`src/design/spi_port_map.vh`:
```
`ifndef SPI_PORT_MAP_VH
`define SPI_PORT_MAP_VH

// ****************************************
// Control register field positions
// ****************************************
`define CTRL_IRQ_EN 7
`define CTRL_PORT_EN 6
`define CTRL_RATE2 5
`define CTRL_MASTER 4
`define CTRL_IDLE_LEVEL 3
`define CTRL_CAPTURE_EDGE 2
`define CTRL_RATE1 1
`define CTRL_RATE0 0
`define CTRL_RESET 8'h00

// ****************************************
// Soft bits of the control/status register
// ****************************************
`define SOFT_OUT_DISABLE 2
`define SOFT_SELECT_MGMT 1
`define SOFT_SELECT_LEVEL 0
`define SOFT_RESET 3'h0

// ****************************************
// Clock rate field codes {rate2, rate1, rate0}
// ****************************************
`define RATE_DIV4 3'h4
`define RATE_DIV8 3'h0
`define RATE_DIV16 3'h1
`define RATE_DIV32 3'h6
`define RATE_DIV64 3'h2
`define RATE_DIV128 3'h3

// ****************************************
// Half periods of SCK in CPU clocks
// ****************************************
`define HALF_DIV4 7'h02
`define HALF_DIV8 7'h04
`define HALF_DIV16 7'h08
`define HALF_DIV32 7'h10
`define HALF_DIV64 7'h20
`define HALF_DIV128 7'h40

// ****************************************
// Byte framing
// ****************************************
`define EDGE_LAST 4'hF

`endif

```
`src/design/pin_sync.v`:
```
`timescale 1ns/1ps

// ****************************************
// Two-stage synchroniser for pin inputs
// ****************************************
module pin_sync #(
    parameter WIDTH = 4
) (
    // Clock and reset
    input wire clk,
    input wire reset_n,
    // Asynchronous inputs and synchronised outputs
    input wire [WIDTH-1:0] din,
    output reg [WIDTH-1:0] dout
);

    reg [WIDTH-1:0] meta_q;

    always @(posedge clk or negedge reset_n) begin
        if (!reset_n) begin
            meta_q <= {WIDTH{1'b0}};
            dout <= {WIDTH{1'b0}};
        end else begin
            meta_q <= din;
            dout <= meta_q;
        end
    end

endmodule

```
`src/design/spi_port.v`:
```
`timescale 1ns/1ps
`include "spi_port_map.vh"

module spi_port (
    // Clock and reset
    input wire ref_clk,
    input wire reset_n,
    // Software accesses
    input wire ctrl_wr,
    input wire [7:0] ctrl_wdata,
    input wire csr_rd,
    input wire csr_wr,
    input wire [2:0] csr_wdata,
    input wire data_rd,
    input wire data_wr,
    input wire [7:0] data_wdata,
    input wire cpu_irq_mask,
    // Register contents
    output reg [7:0] port_control_q,
    output reg [2:0] soft_bits_q,
    output reg transfer_done_q,
    output reg write_collision_q,
    output reg overrun_q,
    output reg mode_fault_q,
    output reg [7:0] rx_data_q,
    output reg irq_q,
    // Serial clock pin
    input wire sck_in,
    output reg sck_out_q,
    output reg sck_oe_q,
    // Master out, slave in pin
    input wire mosi_in,
    output reg mosi_out_q,
    output reg mosi_oe_q,
    // Master in, slave out pin
    input wire miso_in,
    output reg miso_out_q,
    output reg miso_oe_q,
    // Slave select pin
    input wire ss_n_in
);

    // ****************************************
    // Rate decode
    // ****************************************
    function [6:0] half_period;
        input [2:0] code;
        begin
            case (code)
                `RATE_DIV4: half_period = `HALF_DIV4;
                `RATE_DIV8: half_period = `HALF_DIV8;
                `RATE_DIV16: half_period = `HALF_DIV16;
                `RATE_DIV32: half_period = `HALF_DIV32;
                `RATE_DIV64: half_period = `HALF_DIV64;
                default: half_period = `HALF_DIV128;
            endcase
        end
    endfunction

    // ****************************************
    // Pin synchronisers
    // ****************************************
    wire sck_s;
    wire mosi_s;
    wire miso_s;
    wire ss_n_s;

    pin_sync #(
        .WIDTH(4)
    ) u_pin_sync (
        .clk(ref_clk),
        .reset_n(reset_n),
        .din({sck_in, mosi_in, miso_in, ss_n_in}),
        .dout({sck_s, mosi_s, miso_s, ss_n_s})
    );

    // ****************************************
    // State
    // ****************************************
    reg [7:0] shift_q;
    reg cap_q;
    reg [3:0] edge_cnt_q;
    reg [6:0] half_cnt_q;
    reg busy_q;
    reg sck_prev_q;
    reg done_arm_q;
    reg fault_arm_q;
    reg coll_arm_q;

    wire irq_en = port_control_q[`CTRL_IRQ_EN];
    wire port_en = port_control_q[`CTRL_PORT_EN];
    wire master = port_control_q[`CTRL_MASTER];
    wire idle_level = port_control_q[`CTRL_IDLE_LEVEL];
    wire cap_second = port_control_q[`CTRL_CAPTURE_EDGE];
    wire [2:0] rate_code = {port_control_q[`CTRL_RATE2], port_control_q[`CTRL_RATE1],
        port_control_q[`CTRL_RATE0]};
    wire out_disable = soft_bits_q[`SOFT_OUT_DISABLE];

    wire ss_high = soft_bits_q[`SOFT_SELECT_MGMT] ? soft_bits_q[`SOFT_SELECT_LEVEL] : ss_n_s;

    wire master_act = port_en & master;
    wire slave_act = port_en & ~master & ~ss_high;

    wire fault_evt = master & ~ss_high;

    wire [6:0] half_len = half_period(rate_code);
    wire tick = busy_q & (half_cnt_q == half_len - 7'h01);

    wire slave_edge = slave_act & (sck_s != sck_prev_q);

    wire edge_now = master_act ? tick : slave_edge;
    wire in_bit = master ? miso_s : mosi_s;

    // capture on first or second edge
    wire capture_edge = (edge_cnt_q[0] == cap_second);
    wire shift_edge = ~capture_edge & ~(cap_second & (edge_cnt_q == 4'h0));
    wire last_edge = edge_now & (edge_cnt_q == `EDGE_LAST);
    wire [7:0] done_byte = cap_second ? {shift_q[6:0], in_bit} : {shift_q[6:0], cap_q};

    wire slave_busy = slave_act & (~cap_second | (edge_cnt_q != 4'h0));
    wire xfer_busy = busy_q | slave_busy;

    wire wr_blocked = transfer_done_q & ~done_arm_q;
    wire wr_ok = data_wr & ~xfer_busy & ~wr_blocked;
    wire wr_coll = data_wr & xfer_busy;

    wire done_clr = done_arm_q & (data_rd | (~master & data_wr));

    // ****************************************
    // Shift engine
    // ****************************************
    always @(posedge ref_clk or negedge reset_n) begin
        if (!reset_n) begin
            shift_q <= 8'h00;
            cap_q <= 1'b0;
            edge_cnt_q <= 4'h0;
            half_cnt_q <= 7'h00;
            busy_q <= 1'b0;
            sck_prev_q <= 1'b0;
        end else begin
            sck_prev_q <= sck_s;
            if (fault_evt || !port_en) begin
                busy_q <= 1'b0;
                edge_cnt_q <= 4'h0;
                half_cnt_q <= 7'h00;
                if (wr_ok) begin
                    shift_q <= data_wdata;
                end
            end else if (wr_ok) begin
                shift_q <= data_wdata;
                edge_cnt_q <= 4'h0;
                half_cnt_q <= 7'h00;
                busy_q <= master_act;
            end else begin
                if (busy_q) begin
                    half_cnt_q <= tick ? 7'h00 : half_cnt_q + 7'h01;
                end
                if (!master && ss_high) begin
                    edge_cnt_q <= 4'h0;
                end else if (edge_now) begin
                    // slave byte begins at first edge with second-edge capture, at select with first-edge capture
                    edge_cnt_q <= edge_cnt_q + 4'h1;
                    if (capture_edge) begin
                        cap_q <= in_bit;
                    end
                    if (shift_edge) begin
                        shift_q <= {shift_q[6:0], cap_q};
                    end
                    if (last_edge) begin
                        shift_q <= done_byte;
                        busy_q <= 1'b0;
                    end
                end
            end
        end
    end

    // ****************************************
    // Control and soft select bits
    // ****************************************
    always @(posedge ref_clk or negedge reset_n) begin
        if (!reset_n) begin
            port_control_q <= `CTRL_RESET;
            soft_bits_q <= `SOFT_RESET;
        end else begin
            if (csr_wr) begin
                soft_bits_q <= csr_wdata;
            end
            if (fault_evt) begin
                port_control_q[`CTRL_PORT_EN] <= 1'b0;
                port_control_q[`CTRL_MASTER] <= 1'b0;
                if (ctrl_wr) begin
                    port_control_q[`CTRL_IRQ_EN] <= ctrl_wdata[`CTRL_IRQ_EN];
                    port_control_q[`CTRL_RATE2] <= ctrl_wdata[`CTRL_RATE2];
                    port_control_q[3:0] <= ctrl_wdata[3:0];
                end
            end else if (ctrl_wr) begin
                port_control_q <= ctrl_wdata;
                if (mode_fault_q && !fault_arm_q) begin
                    port_control_q[`CTRL_PORT_EN] <= 1'b0;
                    port_control_q[`CTRL_MASTER] <= 1'b0;
                end
            end
        end
    end

    // ****************************************
    // Status flags and receive buffer
    // ****************************************
    always @(posedge ref_clk or negedge reset_n) begin
        if (!reset_n) begin
            transfer_done_q <= 1'b0;
            overrun_q <= 1'b0;
            write_collision_q <= 1'b0;
            mode_fault_q <= 1'b0;
            rx_data_q <= 8'h00;
            done_arm_q <= 1'b0;
            fault_arm_q <= 1'b0;
            coll_arm_q <= 1'b0;
        end else begin
            if (transfer_done_q && (csr_rd || csr_wr)) begin
                done_arm_q <= 1'b1;
            end
            if (mode_fault_q && csr_rd) begin
                fault_arm_q <= 1'b1;
            end
            if (write_collision_q && csr_rd) begin
                coll_arm_q <= 1'b1;
            end

            if (done_clr) begin
                transfer_done_q <= 1'b0;
                done_arm_q <= 1'b0;
            end
            if (last_edge) begin
                transfer_done_q <= 1'b1;
                if (!transfer_done_q || done_clr) begin
                    rx_data_q <= done_byte;
                    done_arm_q <= 1'b0;
                end
            end

            if (csr_rd) begin
                overrun_q <= 1'b0;
            end
            if (last_edge && transfer_done_q && !done_clr) begin
                overrun_q <= 1'b1;
            end

            if (coll_arm_q && (data_rd || data_wr)) begin
                write_collision_q <= 1'b0;
                coll_arm_q <= 1'b0;
            end
            if (wr_coll) begin
                write_collision_q <= 1'b1;
            end

            if (fault_arm_q && ctrl_wr) begin
                mode_fault_q <= 1'b0;
                fault_arm_q <= 1'b0;
            end
            if (fault_evt) begin
                mode_fault_q <= 1'b1;
            end
        end
    end

    // ****************************************
    // Interrupt and pin drivers
    // ****************************************
    always @(posedge ref_clk or negedge reset_n) begin
        if (!reset_n) begin
            irq_q <= 1'b0;
            sck_out_q <= 1'b0;
            sck_oe_q <= 1'b0;
            mosi_out_q <= 1'b0;
            mosi_oe_q <= 1'b0;
            miso_out_q <= 1'b0;
            miso_oe_q <= 1'b0;
        end else begin
            // interrupt request, gated by CPU mask
            irq_q <= irq_en & ~cpu_irq_mask & (transfer_done_q | mode_fault_q | overrun_q);
            // master SCK toggles on each tick
            if (master_act && busy_q && !fault_evt) begin
                sck_out_q <= tick ? ~sck_out_q : sck_out_q;
            end else begin
                sck_out_q <= idle_level;
            end
            sck_oe_q <= master_act & ~fault_evt;
            mosi_out_q <= shift_q[7];
            mosi_oe_q <= master_act & ~fault_evt & ~out_disable;
            miso_out_q <= shift_q[7];
            miso_oe_q <= slave_act & ~out_disable;
        end
    end

endmodule

```
`config.mk`:
```
export PLATFORM = sky130hd
export DESIGN_NAME = spi_port
export DESIGN_NICKNAME = d
export VERILOG_FILES = /design/src/design/pin_sync.v /design/src/design/spi_port.v
export VERILOG_INCLUDE_DIRS = /design/src /design/src/design
export SDC_FILE = /design/constraint.sdc
export NUM_CORES = 1
export LEC_CHECK = 0
export BUFFER_PORTS_ARGS = -buffer_cell sky130_fd_sc_hd__buf_2
export CORE_ASPECT_RATIO = 1.2
export CORE_MARGIN = 5
export CORE_UTILIZATION = 54
export CTS_CLUSTER_SIZE = 28
export DETAILED_ROUTE_END_ITERATION = 8
export PLACE_DENSITY = 0.83
export RECOVER_POWER = 25
export SLEW_MARGIN = 20
export SYNTH_ARGS = -nofsm -noshare
export SYNTH_HDL_FRONTEND = slang
export SYNTH_SLANG_ARGS = --single-unit
```
`constraint.sdc`:
```
create_clock -name ref_clk -period 3.05 [get_ports ref_clk]
set_input_delay 0.305 -clock ref_clk [delete_from_list [all_inputs] [get_ports ref_clk]]
set_output_delay 0.305 -clock ref_clk [all_outputs]
set_load 0.02 [all_outputs]
```
==> results.tsv, run 1 <==
stage	metric	value	unit
layout	diodes	0	
clock_tree	clkTransAtPathRegs	70	ps
worst_setup_path	worstRegToRegCells	8	
floorplan	design.die.area	6753	um2
status	violations	max-capacitance violations, max-slew violations	
power	p_clk_share	36.8	%
min_path	min_to	u_pin_sync.meta_q[3]	
worst_setup_path	critPathLaunchType	register	
placed_design	globalplace.congestion	0.8245	
power	power.total	2248	uW
route	routed_via_density	5.471	
worst_setup_path	r2r_start	edge_cnt_q[0]	
yosys	ys_seq_elements	62	
yosys	synth_top_area_share	55.21	%
timing	setup_slack	467.5	ps
placed_design	post-place-ws	488.0	ps
min_path	hold_depth	1	
layout	nets	343	
power	p_leak	0.001649	uW
timing	fin_crit	2582	ps
timing	fin_crit_sh	84.67	%
global_routing	grt_pass1_vias	2038	
status	status	finished, violations left	
global_routing	gr-total-overflow	0	
layout	instances_no_fill	374	
clock_tree	ctsLongestPathBuffers	2	
worst_setup_path	worst_setup_path_end_kind	register	
global_routing	antenna_found_initial	0	
yosys	yosysUniqueCellTypes	47	
layout	drive_gt1_share	36.62	%
worst_setup_path	crit_arrival	2840	ps
route	ant_nets	0	
placed_design	portBuffers	60	
yosys	yosysTopAreaCell	dfrtp_1	
yosys	netlist_instances	241	
clock_tree	htree_num_levels	3	
worst_setup_path	r2r_slack	470	ps
placed_design	dp.cells	357	
yosys	synthFlopType	dfrtp_1	
min_path	hold_class	in -> reg	
floorplan	rows	28	
timing	timing.fmax	387.2	MHz
worst_setup_path	r2r-end	half_cnt_q[6]	
power	swShare	28.52	%
clock_tree	post_cts_buffers	0	
yosys	synth_edf_count	0	
route	post_drt_wl_per_cell	15.79	um
worst_setup_path	crit_fanout	11	
floorplan	core_area	5010	um2
layout	syn2layout_area_growth	21.50	%
power	p_seq_share	45.5	%
yosys	synthArstFlopShare	100.0	%
clock_tree	clock-sinks	62	
job	drv_cap	1	
power	p_per_area	658.4	nW/um2
route	totalWireLength	5904	um
yosys	yosysWarnings	0	
yosys	synth_nets	275	
timing	hold_viol	0	
placed_design	hpwl	4277	um
clock_tree	insertion_delay	340	ps
worst_setup_path	crit_type	reg -> reg	
min_path	min_from	sck_in	
global_routing	grt_max_degree	35	
route	drtIter0Drc	159	
global_routing	grt_pass1_wl	9867	um
floorplan	dieHeight	89.03	um
route	num_vias	2046	
timing	max_slew_margin	-1.170	%
yosys	synth_seq_area_share	55.21	%
power	ir_drop	407.6	uV
route	drcViolationCount	0	
global_routing	grt_use_total	20.07	%
timing	maxSlewViolCount	30	
clock_tree	cts_hold_buffers	1	
power	p_int	1607	uW
route	dr.pass1.iters	4	
worst_setup_path	required	3310	ps
yosys	ys_top_cells_by_area	dfrtp_1, mux2_2, mux2_4	
timing	rsz0062_at_grt	no	
timing	finClkSkew	11.42	ps
clock_tree	cts_tree	done	
power	p_comb_share	17.7	%
floorplan	die_x	75.86	um
timing	setup_viol	0	
floorplan	initial_core_util	56.09	%
clock_tree	numCtsBuffers	9	
timing	tightest_slew	1518	ps
yosys	synth_area	2810	um2
yosys	syn_avg_cell_area	11.66	um2
timing	setup_tns	0	ps
clock_tree	root_buffer	clkbuf_8	
clock_tree	cts_resized	0	
floorplan	ios	61	
power	p_switching	641.1	uW
[cell usage after synthesis (all sizes together) (3+ instances only)]
cell / n
nor2: 15
xor2: 5
mux2i: 7
o21ai: 20
nand2b: 5
clkbuf: 5
ha: 3
nand2: 24
xnor2: 6
dfrtp: 62
a21oi: 10
nand3: 5
inv: 8
nor2b: 3
mux2: 29
buf: 3
or3: 3
[power groups by stage]
stage | clock, uW | sequential (uW) | combinational, uW
5_1_grt | 891 | 1040 | 436
2_1_floorplan | 0 | 1060 | 226
3_5_place_dp | 0 | 1040 | 400
4_1_cts | 844 | 1020 | 402
3_3_place_gp | 0 | 1030 | 389
6_report | 828 | 1020 | 398
[sequential cells by signal, indices dropped and copies added (netlist names), 3 cells and up]
| signal | count |
|---|---|
| half_cnt_q | 7 |
| u_pin_sync.dout | 4 |
| rx_data_q | 8 |
| edge_cnt_q | 4 |
| shift_q | 8 |
| u_pin_sync.meta_q | 4 |
| soft_bits_q | 3 |
| port_control_q | 8 |
[layout by cell type, fill, tap and decap left out, drive strengths merged, types with 2 or more instances in the layout]
| cell type | count |
|---|---|
| a21oi | 10 |
| a31oi | 2 |
| buf | 63 |
| bufinv | 2 |
| clkbuf | 12 |
| clkinv | 2 |
| dfrtp | 62 |
| ha | 3 |
| inv | 8 |
| mux2 | 29 |
| mux2i | 7 |
| nand2 | 24 |
| nand2b | 5 |
| nand3 | 5 |
| nand4 | 2 |
| nor2 | 15 |
| nor2b | 3 |
| nor3 | 2 |
| nor3b | 2 |
| o21ai | 20 |
| o41ai | 2 |
| or3 | 3 |
| xnor2 | 6 |
| xor2 | 5 |
[critical path, cell delays in order, from the launching register on]
cell and delay [ps]:
dfrtp_1 420, inv_1 110, ha_1 140, nor4bb_1 500, o21ai_0 140, nand3_1 380
o2111ai_1 220, or3_1 390, a21oi_1 180
[through the flow]
step | utilization, % | area (um2) | hold slack [ps]
after floorplan | - | 2810 | 9.409
after global placement | 63.34 | 3173 | 333.3
after detailed placement | 63.34 | 3173 | 334.7
after CTS | 68.18 | 3416 | 46.35
after global routing | 68.16 | 3415 | 37.66
final | 68.16 | 3415 | 65.32
[metal layers]
| layer | part of all wire [%] | vias to the layer above | global-route usage, % |
|---|---|---|---|
| met3 | 4.3 | 7 | 7.649 |
| met2 | 52 | 52 | 31.46 |
| met5 | 0 | - | 0 |
| li1 | - | 985 | - |
| met4 | 1.1 | 0 | 7.631 |
| met1 | 42 | 1002 | 25.04 |
[how the worst max path moves through the flow]
stage                     cells past startpoint            end         startpoint
final                                         8  half_cnt_q[6]      edge_cnt_q[0]
after global routing                          8  half_cnt_q[6]      edge_cnt_q[0]
after CTS                                     8  half_cnt_q[6]      edge_cnt_q[0]
after detailed placement                      7     shift_q[4]  port_control_q[1]
after global placement                        7     shift_q[2]  port_control_q[1]
after floorplan                               8   rx_data_q[1]  port_control_q[5]
[cell type report]
type | count | area, um2
Clock buffer | 11 | 151.4
Timing Repair Buffer | 65 | 339.1
Inverter | 8 | 30.03
Tap cell | 60 | 75.07
Multi-Input combinational cell | 163 | 1186
Fill cell | 377 | 1595
Clock inverter | 5 | 81.33
Sequential cell | 62 | 1551
[cell families after synthesis]
kind of cell	count (synthesis)	synth area share, %
DFF	62	55.21
adders and majority gates	3	1.336
and+or+nand+nor	70	12.96
xor gates and xnor gates	11	3.428
muxes	36	15.05
AOI/OAI and AO/OA	43	9.440
buffers and inverters	16	2.582
No activity file was read; power rests on OpenSTA's default activity.
==> run 2, diff against run 1 <==
Settings changed: ABC_AREA set to 1, CORE_UTILIZATION 54 to 49, PLACE_DENSITY 0.83 to 0.8.
Clock period 3.05 ns to 2.2 ns, I/O delays scaled along.
==> run 2 against run 1 <==
Compared with the run above: non-clock buffer count is 2 higher; die area is 9.5% higher; clock power is 23% higher; the run now ends clean; routed wire length is 5.4% higher; critical path depth is 3 higher; clock skew is 3.9 ps lower; global-route usage is 1.2 points lower; hold slack worse by 38 ps; largest cell class unchanged; sequential power is 36% higher; critical path type unchanged; synthesized cell count is 34% higher.
==> results.tsv, run 2 <==
stage	metric	value	unit
global_routing	gr-total-overflow	0	
placed_design	globalplace.congestion	0.8776	
route	routed_via_density	5.136	
layout	diodes	0	
clock_tree	clkTransAtPathRegs	70	ps
route	dr.pass1.iters	4	
floorplan	die_x	79.35	um
yosys	synth_edf_count	0	
layout	drive_gt1_share	24.06	%
worst_setup_path	cp_top_family	simple AND/OR/NAND/NOR gates	
worst_setup_path	worstPathCellList	inv_1, ha_1, nand4_1, a21oi_2, nand2_2, nand2_2, inv_1, nand2_1, inv_1, nand3_1, o21ai_0	
timing	hold_slack	27.29	ps
timing	fin_crit	1959	ps
worst_setup_path	required	2420	ps
yosys	synth.top_cells.by_count	nand2_1, dfrtp_1, inv_1	
global_routing	grt_use_total	18.85	%
timing	finClkSkew	7.490	ps
yosys	synth_area	2828	um2
timing	fin_crit_sh	89.02	%
timing	setup_tns	0	ps
power	p_per_area	892.9	nW/um2
layout	syn2layout_area_growth	21.46	%
route	topRoutingLayerUsed	met4	
layout	nFillCells	504	
yosys	synth_most_common_cell	nand2_1	
power	p_leak	0.001762	uW
timing	tightest_slew	1471	ps
yosys	ys_top_cells_by_area	dfrtp_1, nand2_1, o21ai_0	
power	ir_drop	470.3	uV
timing	hold_viol	0	
route	wl_met3	353	um
floorplan	ios	61	
worst_setup_path	worst_setup_path_end_kind	register	
layout	multi_input_comb_area	1087	um2
yosys	synth_nets	356	
status	status	finished, final reports clean	
clock_tree	cts_tree	done	
route	met1Wirelength	2630	um
route	post_drt_wl_per_cell	13.43	um
yosys	synthFlopType	dfrtp_1	
worst_setup_path	crit_arrival	2170	ps
placed_design	portBuffers	60	
floorplan	dieHeight	93.22	um
timing	maxSlewViolCount	0	
global_routing	antenna_found_initial	0	
placed_design	hpwl	4498	um
yosys	synth_seq_area_share	54.87	%
worst_setup_path	cp_num_buf_inv	3	
layout	final_cell_area	3435	um2
yosys	ys_seq_elements	62	
route	met2WireLength	3084	um
yosys	yosysUniqueCellTypes	31	
yosys	netlist_instances	322	
job	drv_cap	0	
timing	timing.fmax	510.6	MHz
layout	final_cell_mix	nand2_1, dfrtp_1, buf_2	
layout	final_common_cell	nand2_1	
worst_setup_path	slowest_delay	420	ps
clock_tree	root_buffer	clkbuf_8	
layout	nets	428	
clock_tree	htree_num_levels	3	
worst_setup_path	critPathLaunchType	register	
yosys	yosysWarnings	0	
worst_setup_path	crit_fanout	6	
yosys	syn_avg_cell_area	8.782	um2
worst_setup_path	crit_type	reg -> reg	
clock_tree	clock-sinks	62	
global_routing	grt_max_degree	63	
floorplan	initial_core_util	50.22	%
floorplan	rows	30	
timing	setup_viol	0	
layout	reg_top3	port_control_q (8), rx_data_q (8), shift_q (8)	
placed_design	placed_cell_area	3192	um2
timing	max_slew_margin	1.933	%
route	drcViolationCount	0	
worst_setup_path	critPathSlowestCell	dfrtp_1	
timing	rsz0062_at_grt	no	
floorplan	core_area	5630	um2
route	num_vias	2378	
global_routing	grt_pass1_vias	2410	
layout	seq_area	1551	um2
clock_tree	numCtsBuffers	9	
yosys	synthArstFlopShare	100.0	%
floorplan	design.die.area	7396	um2
route	totalWireLength	6220	um
clock_tree	ctsLongestPathBuffers	2	
route	ant_nets	0	
min_path	hold_class	in -> reg	
route	drtIter0Drc	148	
clock_tree	insertion_delay	340	ps
yosys	yosysTopAreaCell	dfrtp_1	
worst_setup_path	cpMostUsedCell	inv_1	
yosys	synth_top_area_share	54.87	%
global_routing	grt_pass1_wl	10950	um
run 2: cell types whose count changed in the layout (fill, tap and decap cells not counted), sizes merged, moves of 10 or more:
cell,delta
nand2,+70
inv,+33
mux2,-24
o21ai,+13
nand3,+12
nor2,+10
run 2: worst paths after layout:
kind,from,end,slack [ps],cells past startpoint
max in group asynchronous,reset_n,half_cnt_q[6],1010,2
worst min register to register,u_pin_sync.meta_q[2],u_pin_sync.dout[2],350,0
worst max register to register,edge_cnt_q[0],half_cnt_q[0],240,11
min in group asynchronous,reset_n,soft_bits_q[2],320,2
worst min-delay path,cpu_irq_mask,irq_q,30,2
worst max-delay path,edge_cnt_q[0],half_cnt_q[0],240,11
run 2: where the power goes:
| group | switching (uW) | internal (uW) |
|---|---|---|
| clock | 437 | 584 |
| combinational | 442 | 217 |
| sequential | 96.9 | 1290 |
| total | 976 | 2090 |
run 2: worst reg2reg max path, cell delays in order, from the launching register on:
cell	delay, ps
dfrtp_1	420
inv_1	110
ha_1	150
nand4_1	150
a21oi_2	220
nand2_2	140
nand2_2	140
inv_1	100
nand2_1	140
inv_1	110
nand3_1	80
o21ai_0	80
run 2: kinds of logic after synthesis:
family                   after synthesis  share of synthesized area (%)
AO/OA/AOI/OAI                         55                          11.11
XOR/XNOR                               5                          1.549
adder cells (fa/ha/maj)                3                          1.328
buffers and inverters                 47                          6.814
flip-flops                            62                          54.87
multiplexers                           5                          1.991
AND/OR/NAND/NOR                      145                          22.34
run 2: cell type report:
cell class              count  share of cell area [%]
well taps                  64                   2.332
multi-input cells         213                   31.66
inverters                  41                   4.481
clock buffers              13                   4.627
clock inverters             3                   1.239
repair buffers             67                   10.49
flip-flops and latches     62                   45.17
run 2: stage by stage:
stage                     instances  setup slack (ps)  power, uW  util (%)
final                           463             241.5       3067     61.00
after global routing            463             5.575       3245     61.00
after CTS                       463             155.6       3092     60.98
after detailed placement        443             173.9       2057     56.69
after global placement          443             224.5       2034     56.69
after floorplan                 322             434.8       1829         -
run 2: timing repair:
action                                  CTS  global route
hold endpoints to repair                  4             0
buffers inserted                          0             0
endpoints found under the setup margin    0             2
hold buffers                              4             0
gates resized for setup                   0             1
run 2: per-layer routing:
layer / vias to the layer above / GRT usage (%)
met1: 1119 / 23.07
met5: - / 0
li1: 1172 / -
met2: 72 / 31.53
met4: 0 / 9.456
met3: 15 / 3.661
